<file path="config.mk">
export PLATFORM = sky130hd
export DESIGN_NAME = bao_top
export DESIGN_NICKNAME = d
export VERILOG_FILES = /design/src/hdl/bao_btn.v /design/src/hdl/bao_sync.v /design/src/hdl/bao_top.v
export VERILOG_INCLUDE_DIRS = /design/src /design/src/hdl
export SDC_FILE = /design/constraint.sdc
export NUM_CORES = 1
export LEC_CHECK = 0
export ABC_AREA = 0
export BUFFER_PORTS_ARGS = -buffer_cell sky130_fd_sc_hd__buf_2
export CAP_MARGIN = 20
export CORE_AREA = 2 2 152 110
export CTS_BUF_LIST = sky130_fd_sc_hd__clkbuf_4 sky130_fd_sc_hd__clkbuf_8 sky130_fd_sc_hd__clkbuf_16
export CTS_CLUSTER_SIZE = 30
export DETAILED_ROUTE_END_ITERATION = 8
export DIE_AREA = 0 0 154 112
export PLACE_DENSITY = 0.58
export SKIP_CTS_REPAIR_TIMING = 1
export SYNTH_ARGS = -nofsm -noshare
export SYNTH_HDL_FRONTEND = slang
export SYNTH_SLANG_ARGS = --single-unit
</file>
<file path="constraint.sdc">
create_clock -name pclk -period 2.5 [get_ports pclk]
set_input_delay 0.375 -clock pclk [delete_from_list [all_inputs] [get_ports pclk]]
set_output_delay 0.375 -clock pclk [all_outputs]
set_load 0.02 [all_outputs]
</file>
<file path="src/hdl/bao_regs.vh">
`ifndef BAO_REGS_VH
`define BAO_REGS_VH

// ----------------------------------------------------------------
// register indices (byte address is four times the index)
// ----------------------------------------------------------------
`define BAO_IDX_LIVE 12'h340
`define BAO_IDX_MODE 12'h342
`define BAO_IDX_MANUAL 12'h343
`define BAO_IDX_SAVED 12'h344
`define BAO_IDX_SHORT 12'h700
`define BAO_IDX_LONG 12'h701
`define BAO_IDX_ZERO 12'h7F0
`define BAO_IDX_STATUS 12'h7F1

// ----------------------------------------------------------------
// reset values and encodings
// ----------------------------------------------------------------
`define BAO_SHORT_RST 3'h1
`define BAO_LONG_RST 3'h0
`define BAO_MODE_RST 1'h1
`define BAO_SAVED_RST 1'h0
`define BAO_ACT_NONE 3'h0
`define BAO_ACT_ADV 3'h1
`define BAO_ACT_RESET 3'h2
`define BAO_ACT_MEAS 3'h3
`define BAO_ACT_ALARM 3'h4
`define BAO_ACT_TARE 3'h5
`define BAO_ACT_MAX 3'h5
`define BAO_SAVE_SHORT 2'h0
`define BAO_SAVE_LONG 2'h1
`define BAO_SAVE_MODE 2'h2
`define BAO_SAVE_LEVEL 2'h3

// ----------------------------------------------------------------
// timing
// ----------------------------------------------------------------
// sized to the counters: 20 ms and 2 s at the 50 MHz block clock
`define BAO_DEBOUNCE_CYC 20'hF4240
`define BAO_LONG_CYC 27'h5F5E100

`endif

</file>
<file path="src/hdl/bao_btn.v">
`timescale 1ns/1ns
`default_nettype none
`include "bao_regs.vh"
module bao_btn #(
   parameter [19:0] DEBOUNCE_CYC = `BAO_DEBOUNCE_CYC,
   parameter [26:0] LONG_CYC = `BAO_LONG_CYC
) (
   input wire pclk, // block clock
   input wire presetn, // async reset, active low
   input wire button_n, // raw button pin, low while pressed
   output reg short_evt_q, // one-cycle pulse on a short release
   output reg long_evt_q, // one-cycle pulse when hold time is reached
   output reg pressed_q // debounced pressed level
);
   localparam [2:0] ST_IDLE = 3'b001;
   localparam [2:0] ST_HELD = 3'b010;
   localparam [2:0] ST_WAIT = 3'b100;
   wire raw_pressed;
   reg [19:0] deb_q;
   reg [26:0] hold_q;
   reg [2:0] st_q;

   bao_sync u_sync (
      .pclk(pclk),
      .presetn(presetn),
      .din(~button_n),
      .rst_val(1'b0),
      .dout(raw_pressed)
   );

   // ----------------------------------------------------------------
   // debounce: level must stay different for the whole window
   // ----------------------------------------------------------------
   always @(posedge pclk or negedge presetn) begin
      if (!presetn) begin
         deb_q <= 20'h00000;
         pressed_q <= 1'b0;
      end else if (raw_pressed == pressed_q) begin
         deb_q <= 20'h00000;
      end else if (deb_q >= DEBOUNCE_CYC - 20'h00001) begin
         deb_q <= 20'h00000;
         pressed_q <= raw_pressed;
      end else begin
         deb_q <= deb_q + 20'h00001;
      end
   end

   // press classification; a long press fires once and eats its release
   always @(posedge pclk or negedge presetn) begin
      if (!presetn) begin
         st_q <= ST_IDLE;
         hold_q <= 27'h0000000;
         short_evt_q <= 1'b0;
         long_evt_q <= 1'b0;
      end else begin
         short_evt_q <= 1'b0;
         long_evt_q <= 1'b0;
         case (st_q)
            ST_IDLE: begin
               hold_q <= 27'h0000000;
               if (pressed_q) begin
                  st_q <= ST_HELD;
               end
            end
            ST_HELD: begin
               hold_q <= hold_q + 27'h0000001;
               if (!pressed_q) begin
                  short_evt_q <= 1'b1;
                  st_q <= ST_IDLE;
               end else if (hold_q >= LONG_CYC - 27'h0000001) begin
                  long_evt_q <= 1'b1;
                  st_q <= ST_WAIT;
               end
            end
            ST_WAIT: begin
               if (!pressed_q) begin
                  st_q <= ST_IDLE;
               end
            end
            default: begin
               st_q <= ST_IDLE;
            end
         endcase
      end
   end
endmodule // bao_btn
`default_nettype wire

</file>
<file path="src/hdl/bao_sync.v">
`timescale 1ns/1ns
`default_nettype none
module bao_sync (
   input wire pclk, // block clock
   input wire presetn, // async reset, active low
   input wire din, // asynchronous level
   input wire rst_val, // level assumed during reset, must be constant
   output wire dout // synchronised level
);
   reg meta_q;
   reg sync_q;

   // ----------------------------------------------------------------
   // two-flop synchroniser, first stage read only by the second
   // ----------------------------------------------------------------
   // the flops hold din flipped against ~rst_val, so their constant reset
   // of one reads back as rst_val and no false edge follows reset
   always @(posedge pclk or negedge presetn) begin
      if (!presetn) begin
         meta_q <= 1'b1;
         sync_q <= 1'b1;
      end else begin
         meta_q <= din ^ ~rst_val;
         sync_q <= meta_q;
      end
   end

   assign dout = sync_q ^ ~rst_val; // rst_val is tied, so no path from meta_q
endmodule // bao_sync
`default_nettype wire

</file>
<file path="src/hdl/bao_top.v">
`timescale 1ns/1ns
`default_nettype none
`include "bao_regs.vh"
module bao_top #(
   parameter [19:0] DEBOUNCE_CYC = `BAO_DEBOUNCE_CYC,
   parameter [26:0] LONG_CYC = `BAO_LONG_CYC
) (
   input wire pclk, // block clock, 50 MHz
   input wire presetn, // async reset, active low
   input wire psel, // apb select
   input wire penable, // apb access phase
   input wire pwrite, // apb direction, high for write
   input wire [15:0] paddr, // apb byte address
   input wire [31:0] pwdata, // apb write data
   output wire pready, // apb ready, never stretched
   output reg [31:0] prdata, // apb read data, registered in setup
   output wire pslverr, // apb error on unmapped address
   input wire button_n, // push button pin, low while pressed
   input wire safety_close, // safety-feature request to close switch
   output wire switch_o, // open-collector output value, always low
   output wire switch_oe, // high while the switch pulls to ground
   output reg act_advertise_q, // pulse: start wireless advertising
   output reg act_dev_reset_q, // pulse: request device reset
   output reg act_meas_toggle_q, // pulse: toggle measurement on or off
   output reg act_alarm_clear_q, // pulse: clear alarms
   output reg act_tare_q, // pulse: set zero-pressure reference
   output reg nvm_save_valid_q, // persistent save request pending
   output reg [1:0] nvm_save_sel_q, // which item is being saved
   output reg [15:0] nvm_save_data_q, // value to save
   input wire nvm_save_ready // store accepts the request
);

   // ----------------------------------------------------------------
   // helper functions
   // ----------------------------------------------------------------

   // true when a byte address hits a register index
   function hit;
      input [15:0] addr;
      input [11:0] idx;
      begin
         hit = (addr == {2'h0, idx, 2'h0});
      end
   endfunction

   // action index to one-hot request vector {tare,alarm,meas,reset,adv}
   function [4:0] decode_act;
      input [2:0] idx;
      begin
         case (idx)
            `BAO_ACT_ADV: decode_act = 5'h01;
            `BAO_ACT_RESET: decode_act = 5'h02;
            `BAO_ACT_MEAS: decode_act = 5'h04;
            `BAO_ACT_ALARM: decode_act = 5'h08;
            `BAO_ACT_TARE: decode_act = 5'h10;
            default: decode_act = 5'h00;
         endcase
      end
   endfunction

   // ----------------------------------------------------------------
   // declarations
   // ----------------------------------------------------------------
   reg [2:0] short_q;
   reg [2:0] long_q;
   reg mode_q;
   reg manual_q;
   reg saved_q;
   reg init_q;
   reg switch_q;
   reg err_q;
   reg [3:0] pend_q;
   reg [3:0] pend_set;
   reg [4:0] act_d;
   reg [31:0] rdata_d;
   reg err_d;
   reg [1:0] pick;
   reg [15:0] pick_data;
   wire short_evt;
   wire long_evt;
   wire pressed;
   wire setup_ph;
   wire wr_acc;
   wire [15:0] wval;
   wire wnz;
   wire zero_wr;
   wire switch_d;

   // ----------------------------------------------------------------
   // button front end
   // ----------------------------------------------------------------
   bao_btn #(
      .DEBOUNCE_CYC(DEBOUNCE_CYC),
      .LONG_CYC(LONG_CYC)
   ) u_btn (
      .pclk(pclk),
      .presetn(presetn),
      .button_n(button_n),
      .short_evt_q(short_evt),
      .long_evt_q(long_evt),
      .pressed_q(pressed)
   );

   // ----------------------------------------------------------------
   // apb handshake
   // ----------------------------------------------------------------

   // zero wait states: read data and error are captured in setup
   assign pready = 1'b1;
   assign pslverr = psel & penable & err_q;
   assign setup_ph = psel & ~penable;
   assign wr_acc = psel & penable & pwrite & ~err_q;
   assign wval = pwdata[15:0];
   assign wnz = |wval;
   assign zero_wr = wr_acc & hit(paddr, `BAO_IDX_ZERO);

   // read mux and address check
   always @* begin
      rdata_d = 32'h00000000;
      err_d = 1'b0;
      if (hit(paddr, `BAO_IDX_LIVE)) begin
         rdata_d[0] = switch_q;
      end else if (hit(paddr, `BAO_IDX_MODE)) begin
         rdata_d[0] = mode_q;
      end else if (hit(paddr, `BAO_IDX_MANUAL)) begin
         rdata_d[0] = manual_q;
      end else if (hit(paddr, `BAO_IDX_SAVED)) begin
         rdata_d[0] = saved_q;
      end else if (hit(paddr, `BAO_IDX_SHORT)) begin
         rdata_d[2:0] = short_q;
      end else if (hit(paddr, `BAO_IDX_LONG)) begin
         rdata_d[2:0] = long_q;
      end else if (hit(paddr, `BAO_IDX_ZERO)) begin
         rdata_d = 32'h00000000;
      end else if (hit(paddr, `BAO_IDX_STATUS)) begin
         rdata_d[3:0] = {nvm_save_valid_q | (|pend_q), init_q, mode_q, pressed};
      end else begin
         err_d = 1'b1;
      end
   end

   // capture at the setup edge so prdata comes from a flop
   always @(posedge pclk or negedge presetn) begin
      if (!presetn) begin
         prdata <= 32'h00000000;
         err_q <= 1'b0;
      end else if (setup_ph) begin
         prdata <= pwrite ? 32'h00000000 : rdata_d;
         err_q <= err_d;
      end
   end

   // ----------------------------------------------------------------
   // configuration registers
   // ----------------------------------------------------------------

   // action indices above the top code are dropped so the decode stays defined
   always @(posedge pclk or negedge presetn) begin
      if (!presetn) begin
         short_q <= `BAO_SHORT_RST;
         long_q <= `BAO_LONG_RST;
      end else if (wr_acc && wval <= {13'h0000, `BAO_ACT_MAX}) begin
         if (hit(paddr, `BAO_IDX_SHORT)) begin
            short_q <= wval[2:0];
         end
         if (hit(paddr, `BAO_IDX_LONG)) begin
            long_q <= wval[2:0];
         end
      end
   end

   // control mode: only 0 and 1 are accepted
   always @(posedge pclk or negedge presetn) begin
      if (!presetn) begin
         mode_q <= `BAO_MODE_RST;
      end else if (wr_acc && hit(paddr, `BAO_IDX_MODE) && wval[15:1] == 15'h0000) begin
         mode_q <= wval[0];
      end
   end

   // persistent default level, never touched by manual writes
   always @(posedge pclk or negedge presetn) begin
      if (!presetn) begin
         saved_q <= `BAO_SAVED_RST;
      end else if (wr_acc && hit(paddr, `BAO_IDX_SAVED)) begin
         saved_q <= wnz;
      end
   end

   // manual level: loaded from the default once after reset, then written
   // by software; a write in mode 0 is an attempt to control and is dropped
   always @(posedge pclk or negedge presetn) begin
      if (!presetn) begin
         init_q <= 1'b0;
         manual_q <= 1'b0;
      end else if (!init_q) begin
         init_q <= 1'b1;
         manual_q <= saved_q;
      end else if (wr_acc && hit(paddr, `BAO_IDX_MANUAL) && mode_q) begin
         manual_q <= wnz;
      end
   end

   // ----------------------------------------------------------------
   // open-collector switch
   // ----------------------------------------------------------------

   // held open until the manual level has been loaded from the default
   assign switch_d = init_q & mode_q & (manual_q | safety_close);

   always @(posedge pclk or negedge presetn) begin
      if (!presetn) begin
         switch_q <= 1'b0;
      end else begin
         switch_q <= switch_d;
      end
   end

   // the pin only ever sinks; enable high means closed to ground
   assign switch_o = 1'b0;
   assign switch_oe = switch_q;

   // ----------------------------------------------------------------
   // button actions
   // ----------------------------------------------------------------

   // short and long events never coincide, so their decodes simply merge
   always @* begin
      act_d = 5'h00;
      if (short_evt) begin
         act_d = decode_act(short_q);
      end
      if (long_evt) begin
         act_d = act_d | decode_act(long_q);
      end
   end

   // one-cycle request pulses; tare shares its pulse with the command write
   always @(posedge pclk or negedge presetn) begin
      if (!presetn) begin
         act_advertise_q <= 1'b0;
         act_dev_reset_q <= 1'b0;
         act_meas_toggle_q <= 1'b0;
         act_alarm_clear_q <= 1'b0;
         act_tare_q <= 1'b0;
      end else begin
         act_advertise_q <= act_d[0];
         act_dev_reset_q <= act_d[1];
         act_meas_toggle_q <= act_d[2];
         act_alarm_clear_q <= act_d[3];
         act_tare_q <= act_d[4] | zero_wr;
      end
   end

   // ----------------------------------------------------------------
   // persistent save queue
   // ----------------------------------------------------------------

   // which items a write in this cycle marks for saving
   always @* begin
      pend_set = 4'h0;
      if (wr_acc && wval <= {13'h0000, `BAO_ACT_MAX}) begin
         pend_set[`BAO_SAVE_SHORT] = hit(paddr, `BAO_IDX_SHORT);
         pend_set[`BAO_SAVE_LONG] = hit(paddr, `BAO_IDX_LONG);
      end
      if (wr_acc && wval[15:1] == 15'h0000) begin
         pend_set[`BAO_SAVE_MODE] = hit(paddr, `BAO_IDX_MODE);
      end
      if (wr_acc) begin
         pend_set[`BAO_SAVE_LEVEL] = hit(paddr, `BAO_IDX_SAVED);
      end
   end

   // lowest pending item goes first; its value is sampled when picked
   always @* begin
      pick = `BAO_SAVE_LEVEL;
      if (pend_q[0]) begin
         pick = `BAO_SAVE_SHORT;
      end else if (pend_q[1]) begin
         pick = `BAO_SAVE_LONG;
      end else if (pend_q[2]) begin
         pick = `BAO_SAVE_MODE;
      end
      case (pick)
         `BAO_SAVE_SHORT: pick_data = {13'h0000, short_q};
         `BAO_SAVE_LONG: pick_data = {13'h0000, long_q};
         `BAO_SAVE_MODE: pick_data = {15'h0000, mode_q};
         default: pick_data = {15'h0000, saved_q};
      endcase
   end

   // a write landing in the pick cycle keeps its bit set, so the newer
   // value is saved again afterwards rather than lost
   always @(posedge pclk or negedge presetn) begin
      if (!presetn) begin
         pend_q <= 4'h0;
         nvm_save_valid_q <= 1'b0;
         nvm_save_sel_q <= 2'h0;
         nvm_save_data_q <= 16'h0000;
      end else begin
         if (nvm_save_valid_q && nvm_save_ready) begin
            nvm_save_valid_q <= 1'b0;
         end else if (!nvm_save_valid_q && (|pend_q)) begin
            nvm_save_valid_q <= 1'b1;
            nvm_save_sel_q <= pick;
            nvm_save_data_q <= pick_data;
         end
         pend_q <= ((!nvm_save_valid_q && (|pend_q)) ? (pend_q & ~(4'h1 << pick)) : pend_q) | pend_set;
      end
   end

endmodule // bao_top
`default_nettype wire

</file>
**After elaboration in Yosys (flattened, before gate mapping)**

Index checks and enable logic that the tools add are counted.

- Bits in registers: 127
- Bits in latches: 0
- Memory bits (writable): 0
- ROM bits: 0
- Input port bits: 56
- Output and inout bits: 60
- Memories: 0

- $add $sub $neg: 2
- Multiply operators: 0
- Div/mod/pow operators: 0
- Order comparisons: 3
- Equal/unequal tests: 28
- Shift operators: 1
- Mux-type cells: 53
- Bitwise operators: 20
- Reduce and logical (&&, ||, !) cells: 21

Operators with widths:

| cell | count |
|---|---|
| $eq 16x12->1 const B | 4 |
| $eq 16x13->1 const B | 4 |
| $pmux 27 s2 | 1 |
| $pmux 5 s5 | 2 |
| $mux 20 | 2 |
| $mux 32 | 1 |
| $mux 31 | 1 |
| $add 27x1->27 const B | 1 |
| $ge 27x27->1 const B | 1 |
| $mux 3 | 9 |
| $mux 1 | 26 |
| $add 20x1->20 const B | 1 |
| $ge 20x20->1 const B | 1 |
| $pmux 3 s3 | 2 |
| $le 16x3->1 const B | 1 |
| $reduce_or 16->1 | 1 |
| $eq 3x2->1 const B | 5 |
| $eq 3x3->1 const B | 5 |
| $logic_not 15->1 | 1 |
| $mux 5 | 3 |
| $mux 4 | 3 |
| $eq 3x1->1 const B | 3 |
| $logic_and 1x1->1 | 9 |
| $and 1x1->1 | 8 |
| 20 further kinds | 33 |

**Logic depth before layout (Yosys ltp)**

Gate-level depths: netlist of the first run.

- Depth in word-level cells: 11
- Mapped depth: 7
- Depth with buffers taken out: 6

**By module**

A second synthesis of the first run with hierarchy kept.

- Cell total of the unflattened synthesis: 512
- Area total of the unflattened synthesis: 4952.2 um^2

By module, submodules not included:

| module | times used | cells an instance | area an instance (um^2) | seq. area each (um^2) |
|---|---|---|---|---|
| bao_btn | 1 | 287 | 2869.0 | 1327.5 |
| bao_top | 1 | 221 | 2013.2 | 778.2 |
| bao_sync | 1 | 4 | 70.1 | 52.6 |

**Worst setup path after synthesis of the first run**

No wires, ideal clock.

- Kind: input -> register
- From: input port paddr[1]
- To: register long_q[0]
- Setup time: 125 ps
- Data arrival time: 1673 ps
- Slack: 702 ps
- Cell stages on the path: 5
- Buffers on the path: 0
- Cell sequence: nor4_1 -> and4b_1 -> nand4b_1 -> nor2_1 -> mux2_2

- Longest elaborated chain between the ends: 2

Ends and longest elaborated chain:

| what | RTL line | text |
|---|---|---|
| start, declared | bao_top.v:13 | `input wire [15:0] paddr,` |
| $eq 16x13->1 | bao_top.v:42 | `hit = (addr == {2'h0, idx, 2'h0});` |
| $reduce_and 2->1 (no line) | n/a |  |
| end signal, assigned | bao_top.v:161 | `` long_q <= `BAO_LONG_RST; `` |
| end signal, assigned | bao_top.v:167 | `long_q <= wval[2:0];` |
| end, declared | bao_top.v:65 | `reg [2:0] long_q;` |

Every way passes these cells.
A chain may end at the register's enable or synchronous reset.

**Worst setup path in the final report of the first run**

- From: register u_btn.st_q[2]
- To: register u_btn.hold_q[19]

- Longest elaborated chain between the ends: 2
- Elaborated cells between the ends (all ways): 4
- Those cells by class: eq/ne: 2; mux: 1; reduce/logical: 1

Ends and longest elaborated chain:

| what | RTL line | text |
|---|---|---|
| start, declared | bao_btn.v:21 | `reg [2:0] st_q;` |
| start signal, assigned | bao_btn.v:51 | `st_q <= ST_IDLE;` |
| start signal, assigned | bao_btn.v:62 | `st_q <= ST_HELD;` |
| start signal, assigned | bao_btn.v:69 | `st_q <= ST_IDLE;` |
| $eq 3x2->1 / $eq 3x1->1 (equally long branches) | bao_btn.v:58 | `case (st_q)` |
| $pmux 27 s2 / $reduce_bool 2->1 (equally long branches) | n/a |  |
| end signal, assigned | bao_btn.v:66 | `hold_q <= hold_q + 27'h0000001;` |
| end, declared | bao_btn.v:20 | `reg [26:0] hold_q;` |

Several ways; a longest one is shown, not always the timed one.

==> impl_metrics.ini, run 1 <==
[clock_tree]
cts_tree = done
ctsHtreeMaxLevel = 3
cts_buffers = 9
path_clk_slew_ns = 0.06
cts.sinks = 86
clkLatencyLatePin_ns = 0.35
root_buffer = clkbuf_16
cts_buffer_depth = 2

[power]
switchingPower_uw = 795.4
leakage_nw = 2.435
pwr-share-seq = 0.458
ir_drop_mv = 0.3075
combPwrFrac = 0.077
p_total_mw = 3.179
p_sw_frac = 0.2502
pwr-share-clk = 0.465
power_density_nw_per_um2 = 593.5
intPower_mw = 2.384

[setup_path]
endpoint = u_btn.hold_q[19]
path_buf_inv = 0
max_stage_delay_ns = 0.48
endpoint_kind = register
rrSetupSlack_ns = 0.51
cp_max_fo = 8
critPathKind = register to register
regToRegEndpoint = u_btn.hold_q[19]
worstSetupStartpointType = register
slowest_stage = dfrtp_1
cp.depth = 5
crit_arrival_ns = 2.22
crit_family = simple AND/OR/NAND/NOR gates
startpoint = u_btn.st_q[2]
reg2reg_from = u_btn.st_q[2]
ff2ff_path_depth = 5
path_cells = or3b_1 -> or2_1 -> nand3b_4 -> o211ai_1 -> o31ai_1
crit_required_ns = 2.72

[global_route]
grt_max_degree = 51
grt_overflow_total = 0
grt_use_total = 0.1212
grt_pass1_vias = 3464
grt_first_pass_wirelength_um = 16970
antenna_found_initial = 0

[sta]
maxSlewViolCount = 0
fin_crit_sh = 0.7971
tightest_slew_ns = 0.7653
clock_skew_ns = 0.008665
setup_viol = 0
tns_ns = 0
final.min_clock_period_ns = 1.993
timing.fmax_mhz = 501.8
rsz0062_at_grt = no
max_slew_margin = 0.4859
final-hold-violation-count = 0

[yosys]
synth_area_leader_cell = dfrtp_1
synth_common_cells = 81 x dfrtp_1, 48 x nand2_1, 44 x nor2_1, 43 x buf_4, 28 x o21ai_0
syn_inst = 480
yosysMostFrequentCell = dfrtp_1
synth.distinct_cells = 68
ys_seq_area_frac = 0.4632
yosys.area_share.adder = 0.005371
synth_seq_cells = 86
ys.warnings.count = 0
synthXorXnorAreaFrac = 0.03759
synth_area_leaders = dfrtp_1 44%, buf_4 6.9%, nand2_1 3.9%, nor2_1 3.5%, o21ai_0 3.0%
synth_area_um2 = 4659
synth-edff-count = 0
synth.top_cell.area_share = 0.4350
yosys_most_used_dff = dfrtp_1
synth_area_per_cell_um2 = 9.707
synth_compound_area_frac = 0.1294
synthArstFlopShare = 1.000
synth_top_family_by_area = simple AND/OR/NAND/NOR gates
synth.area.mux_share = 0.03894
yosys.area_share.simple = 0.2304

[routing]
drtIter0Drc = 233
num_vias = 3662
firstDrtPassIters = 5
drc = 0
wl_per_cell_um = 13.39
final_antenna_net_count = 0
via_per_inst = 4.870
drt_wl_total_um = 10070

[die]
die_h_um = 112
rows = 39
dieWidth_um = 154
die_area_um2 = 17250
start_util = 0.2938
coreArea_um2 = 15860
num_io_pins = 116

[placed_design]
place.detailed.hpwl_um = 7378
routabilityCongestion = 0.8243
placed_area_um2 = 5026
io_buffers = 56

[layout]
diodes = 0
area_growth_pct = 14.96
num-nets-final = 600
drive_above_1_share = 0.1974
stdcell_area_um2 = 5356

[status]
status = finished clean

[worst_hold_path]
worstHoldPathType = input pin to async pin

[run]
maxCapViolCount = 0
## sequential cells by signal, indices dropped and copies added, names as in the netlist, 2 cells and up
signal,flops
long_q,3
nvm_save_data_q,3
nvm_save_sel_q,2
pend_q,4
prdata,4
short_q,3
u_btn.deb_q,20
u_btn.hold_q,27
u_btn.st_q,3
## final cells by class
cell class | count | area, um^2
fillers | 1598 | 10500
multi-input cells | 368 | 2223
flip-flops and latches | 86 | 2158
repair buffers | 63 | 335.3
well taps | 205 | 256.5
clock buffers | 9 | 225.2
clock inverters | 7 | 105.1
inverters | 14 | 52.55
## metrics by stage
step / setup WS [ns] / instances / util / hold slack, ns
after global routing: 0.3530 / 752 / 0.3378 / 0.1030
after detailed placement: 0.3719 / 736 / 0.3169 / 0.3712
after global placement: 0.4047 / 736 / 0.3169 / 0.3719
after CTS: 0.5045 / 752 / 0.3378 / 0.07550
final: 0.5072 / 752 / 0.3378 / 0.05328
after floorplan: 0.7019 / 522 / - / 0.07941
## worst min-delay path by stage
stage	end	cells past startpoint
after floorplan	act_advertise_q	0
after detailed placement	u_btn.u_sync.sync_q	0
final	err_q	1
after CTS	err_q	1
after global placement	u_btn.u_sync.sync_q	0
after global routing	err_q	1
## logic make-up (layout without fill, tap and decap cells)
| logic type | count (synthesis) | in the layout |
|---|---|---|
| AOI/OAI and AO/OA | 90 | 90 |
| xor gates and xnor gates | 20 | 20 |
| adders and majority gates | 2 | 2 |
| buffers and inverters | 68 | 93 |
| DFF | 86 | 86 |
| muxes | 17 | 17 |
| other | 2 | 44 |
| and+or+nand+nor | 195 | 195 |
## layout by cell type (no fill, tap or decap), types with 10 or more instances in the layout
| cell type | synthesis | routed |
|---|---|---|
| o21ai_0 | 28 | 28 |
| nand4_1 | 14 | 14 |
| o211ai_1 | 10 | 10 |
| conb_1 | 2 | 44 |
| nand3_1 | 19 | 19 |
| nor3_1 | 10 | 10 |
| xnor2_1 | 10 | 10 |
| nor2_1 | 44 | 44 |
| nand2_1 | 48 | 48 |
| xor2_1 | 10 | 10 |
| inv_1 | 14 | 14 |
| dfrtp_1 | 81 | 81 |
| buf_2 | 3 | 55 |
## metal layers
layer / vias to the layer above / wire length [um] / global-route usage
met4: 0 / 70 / 0.03178
met2: 111 / 4456 / 0.1773
li1: 1761 / - / -
met5: - / 0 / 0
met1: 1782 / 4957 / 0.1707
met3: 8 / 585 / 0.04243
## power by group through the flow
stage	clock network [mW]	logic (mW)	registers (mW)
3_3_place_gp	0	0.244	1.48
6_report	1.48	0.243	1.46
4_1_cts	1.52	0.245	1.46
5_1_grt	1.60	0.268	1.46
3_5_place_dp	0	0.245	1.48
2_1_floorplan	0	0.181	1.49
Power figures use the tool's default switching activity.
==> inputs of run 2 (changes only) <==
- PLACE_DENSITY: 0.58 -> 0.6
- clock period: 2.5 -> 1.7 ns (I/O delays scaled with it)
==> run 2 against run 1 <==
  * Clock power is 35% higher
  * Sequential power grew 45%
  * Setup slack lost 0.49 ns
  * Core utilization grew 3.2 points
  * Critical path depth is 1 higher
  * Hold slack lost 0.0089 ns
  * Register-to-register slack lost 0.49 ns
  * Power up 43%
  * Sequential cell count stayed put
  * Via count rose by 3.1%
  * Highest routed layer unchanged
==> impl_metrics.ini, run 2 (synthesized netlist as in run 1, its figures left out) <==
[status]
status = finished clean

[global_route]
grt_use_total = 0.1241
grt_max_degree = 34
grt_overflow_total = 0
grt_first_pass_wirelength_um = 17560
grt_pass1_vias = 3598
antenna_found_initial = 0

[placed_design]
routabilityCongestion = 0.8520
place.detailed.hpwl_um = 7986
placed_area_um2 = 5365
io_buffers = 56
dp_cells = 781

[clock_tree]
root_buffer = clkbuf_16
cts_buffer_depth = 2
cts.sinks = 86
cts_buffers = 9
path_clk_slew_ns = 0.07
clkLatencyLatePin_ns = 0.34
cts_tree = done
ctsHtreeMaxLevel = 3

[routing]
final_antenna_net_count = 0
drc = 0
drt_wl_total_um = 10730
via_per_inst = 4.707
wl_per_cell_um = 13.38
firstDrtPassIters = 4
drtIter0Drc = 196
num_vias = 3775

[sta]
setup_viol = 0
maxSlewViolCount = 0
clock_skew_ns = 0.009530
holdWs_ns = 0.04436
final-hold-violation-count = 0
rsz0062_at_grt = yes
final.min_clock_period_ns = 1.684
timing.fmax_mhz = 593.6
fin_crit_sh = 0.9909

[setup_path]
critPathKind = register to register
cp_max_fo = 4
crit_required_ns = 1.93
crit_arrival_ns = 1.92
endpoint_kind = register
worstSetupStartpointType = register

[layout]
largest_reg_flops = 27
stdcell_area_um2 = 5869
layout_common_cells = 79 x dfrtp_1, 55 x buf_2, 54 x buf_4
fillers = 1580
final_common_cell = dfrtp_1
area_growth_pct = 25.97
drive_above_1_share = 0.3082
regMostFlops = u_btn.hold_q
fin_cells = 802
num-nets-final = 650
largest_registers = u_btn.hold_q: 27 flops, u_btn.deb_q: 20 flops
diodes = 0

[power]
leakage_nw = 2.718
p_total_mw = 4.545
power_density_nw_per_um2 = 774.4
ir_drop_mv = 0.4497

[die]
start_util = 0.2938
coreArea_um2 = 15860
dieWidth_um = 154
num_io_pins = 116
die_h_um = 112
rows = 39
die_area_um2 = 17250

[worst_hold_path]
worstHoldPathType = input pin to register

[run]
maxCapViolCount = 0
## run 2: path summary, 6_finish.rpt
path                       depth (start not counted)             endpoint  slack (ns)                start
setup / recovery                                   6     u_btn.hold_q[24]        0.02        u_btn.st_q[0]
hold / removal                                     1  u_btn.u_sync.meta_q        0.04             button_n
setup reg to reg                                   6     u_btn.hold_q[24]        0.02        u_btn.st_q[0]
hold reg to reg                                    0  u_btn.u_sync.sync_q        0.36  u_btn.u_sync.meta_q
max in group asynchronous                          3               mode_q        0.66              presetn
min in group asynchronous                          2            prdata[3]        0.42              presetn
## run 2: report_power, final
part	switching, mW	internal, mW
sequential	0.0273	2.09
combinational	0.294	0.131
clock	0.831	1.17
total	1.15	3.39
## run 2: routing by layer
layer	GRT usage	vias to the layer above	share of wire
met5	0	-	0
met3	0.03114	11	0.045
met1	0.1756	1817	0.49
li1	-	1867	-
met2	0.1922	80	0.45
met4	0.02741	0	0.0085
## run 2: area by class of cell
type                       count  area [um^2]  area share
clock buffer                  10        232.7     0.03965
multi-input combinational    368         2370      0.4038
clock inverter                 6        72.57     0.01236
timing repair buffer         113        724.4      0.1234
inverter                      14        52.55    0.008953
tap                          205        256.5     0.04370
sequential                    86         2161      0.3682
## run 2: metrics by stage
stage | TNS, ns | setup slack [ns] | util
floorplan | 0 | 0.004036 | -
global placement | -0.8484 | -0.1477 | 0.3383
detailed placement | -1.695 | -0.2363 | 0.3383
CTS | -0.4250 | -0.09366 | 0.3576
global route | -0.3406 | -0.08513 | 0.3701
finish | 0 | 0.01550 | 0.3701
## run 2: critical path, stage by stage, from the launching register on
cell	delay, ns
dfstp_2	0.38
buf_4	0.15
nor3b_4	0.24
and3_4	0.24
nand4_4	0.13
o31a_1	0.26
a21o_1	0.17
==> inputs of run 3 (changes only) <==
--- a/config.mk
+++ b/config.mk
@@ -11,2 +11,4 @@
 export CAP_MARGIN = 20
+export CELL_PAD_IN_SITES_DETAIL_PLACEMENT = 1
+export CELL_PAD_IN_SITES_GLOBAL_PLACEMENT = 1
 export CORE_AREA = 2 2 152 110
@@ -16,3 +18,3 @@
 export DIE_AREA = 0 0 154 112
-export PLACE_DENSITY = 0.6
+export PLACE_DENSITY = 0.73
 export SKIP_CTS_REPAIR_TIMING = 1
--- a/constraint.sdc
+++ b/constraint.sdc
@@ -3,2 +3,2 @@
 set_output_delay 0.255 -clock pclk [all_outputs]
-set_load 0.02 [all_outputs]
+set_load 0.05 [all_outputs]
==> run 3 against run 2 <==
  * Critical path depth did not move
  * Largest power group unchanged
  * The flow now finishes with violations (negative setup slack)
  * Register-to-register slack got worse by 0.06 ns
  * First-iteration DRC count fell by 15%
  * Largest cell class unchanged
  * Routed wire length grew 23%
  * Non-clock buffer count grew 12
  * Die area stayed put
  * Maximum frequency down 3.3%
==> impl_metrics.ini, run 3 (synthesized netlist as in run 1, its figures left out) <==
[status]
status = complete, but fails checks
violations = negative setup slack

[global_route]
grt_overflow_total = 0
grt_max_degree = 34
grt_use_total = 0.1457
grt_pass1_vias = 4109
antenna_found_initial = 0
grt_first_pass_wirelength_um = 20220

[setup_path]
crit_required_ns = 1.95
endpoint_kind = register
max_stage_delay_ns = 0.38
startpoint = u_btn.hold_q[16]
cp_max_fo = 3
crit_arrival_ns = 1.99
slowest_stage = dfrtp_1
critPathKind = register to register
worstSetupStartpointType = register
path_cells = nand4_1 -> buf_4 -> nor4_4 -> a21boi_4 -> o211ai_1 -> a311oi_2
reg2reg_from = u_btn.hold_q[16]
ff2ff_path_depth = 6

[layout]
diodes = 0
drive_above_1_share = 0.3317
layout.area.seq_um2 = 2161
largest_reg_flops = 27
fillers = 1815
final_common_cell = dfrtp_1
fin_util = 0.3827
fin_cells = 814
stdcell_area_um2 = 6070
regMostFlops = u_btn.hold_q
multi_input_area_um2 = 2436
largest_registers = u_btn.hold_q: 27 flops, u_btn.deb_q: 20 flops
layout_common_cells = 79 x dfrtp_1, 59 x buf_4, 56 x buf_2
num-nets-final = 662
area_growth_pct = 30.26

[sta]
timing.fmax_mhz = 573.8
rsz0062_at_grt = yes
fin_crit_sh = 1.025
worst_slack_ns = -0.04283
maxSlewViolCount = 0
holdWs_ns = 0.07202
clock_skew_ns = 0.005230
tns_ns = -0.07717
final-hold-violation-count = 0
final.min_clock_period_ns = 1.743
setup_viol = 4

[placed_design]
routabilityCongestion = 0.8521
io_buffers = 56
place.detailed.hpwl_um = 9148
place_ws_ns = -0.3515
dp_cells = 783
placed_area_um2 = 5405

[power]
ir_drop_mv = 0.4384
power_density_nw_per_um2 = 794.9
p_total_mw = 4.825
leakage_nw = 2.822

[die]
num_io_pins = 116
die_h_um = 112
start_util = 0.2938
die_area_um2 = 17250
rows = 39
dieWidth_um = 154
coreArea_um2 = 15860

[worst_hold_path]
hp-start = nvm_save_ready
worstHoldPathType = input pin to register
min_path_cells = 2

[run]
maxCapViolCount = 0

[routing]
wl_met2_um = 6436
dr_wl_met3_um = 551
drc = 0
via_per_inst = 4.925
highest_layer = met4
drtIter0Drc = 166
final_antenna_net_count = 0
wl_per_cell_um = 16.21
wl_met1_um = 6091
num_vias = 4009
drt_wl_total_um = 13190
firstDrtPassIters = 6

[clock_tree]
cts_buffers = 9
cts.sinks = 86
cts_tree = done
root_buffer = clkbuf_16
path_clk_slew_ns = 0.07
ctsHtreeMaxLevel = 3
clkLatencyLatePin_ns = 0.35
cts_buffer_depth = 2
[run 3: final timing paths]
kind	slack, ns	end
worst min register to register	0.37	u_btn.u_sync.sync_q
worst max register to register	-0.04	u_btn.st_q[2]
worst max-delay path	-0.04	u_btn.st_q[2]
min in group asynchronous	0.42	prdata[0]
worst min-delay path	0.07	nvm_save_valid_q
max in group asynchronous	0.69	u_btn.u_sync.meta_q
[run 3: power by group]
part / switching (mW) / internal, mW / total (mW)
clock network: 0.887 / 1.19 / 2.07
registers: 0.0247 / 2.09 / 2.11
logic: 0.497 / 0.139 / 0.635
[run 3: area by class of cell]
cell class | count | share of cell area
clock buffers | 10 | 0.03937
inverters | 14 | 0.008658
flip-flops and latches | 86 | 0.3560
multi-input cells | 368 | 0.4014
well taps | 205 | 0.04226
clock inverters | 6 | 0.01154
repair buffers | 125 | 0.1408
[run 3: critical path: cells and delay by family (launching register included)]
| kind | cells | cell delay, ns |
|---|---|---|
| AOI/OAI and AO/OA | 3 | 0.63 |
| and+or+nand+nor | 2 | 0.45 |
| DFF | 1 | 0.38 |
| buffers and inverters | 1 | 0.18 |
[run 3: routing by layer]
layer  vias to the layer above  global-route usage
met5                         -                   0
met4                         0             0.02928
met3                        11             0.04165
met2                        89              0.2425
met1                      2015              0.1905
li1                       1894                   -
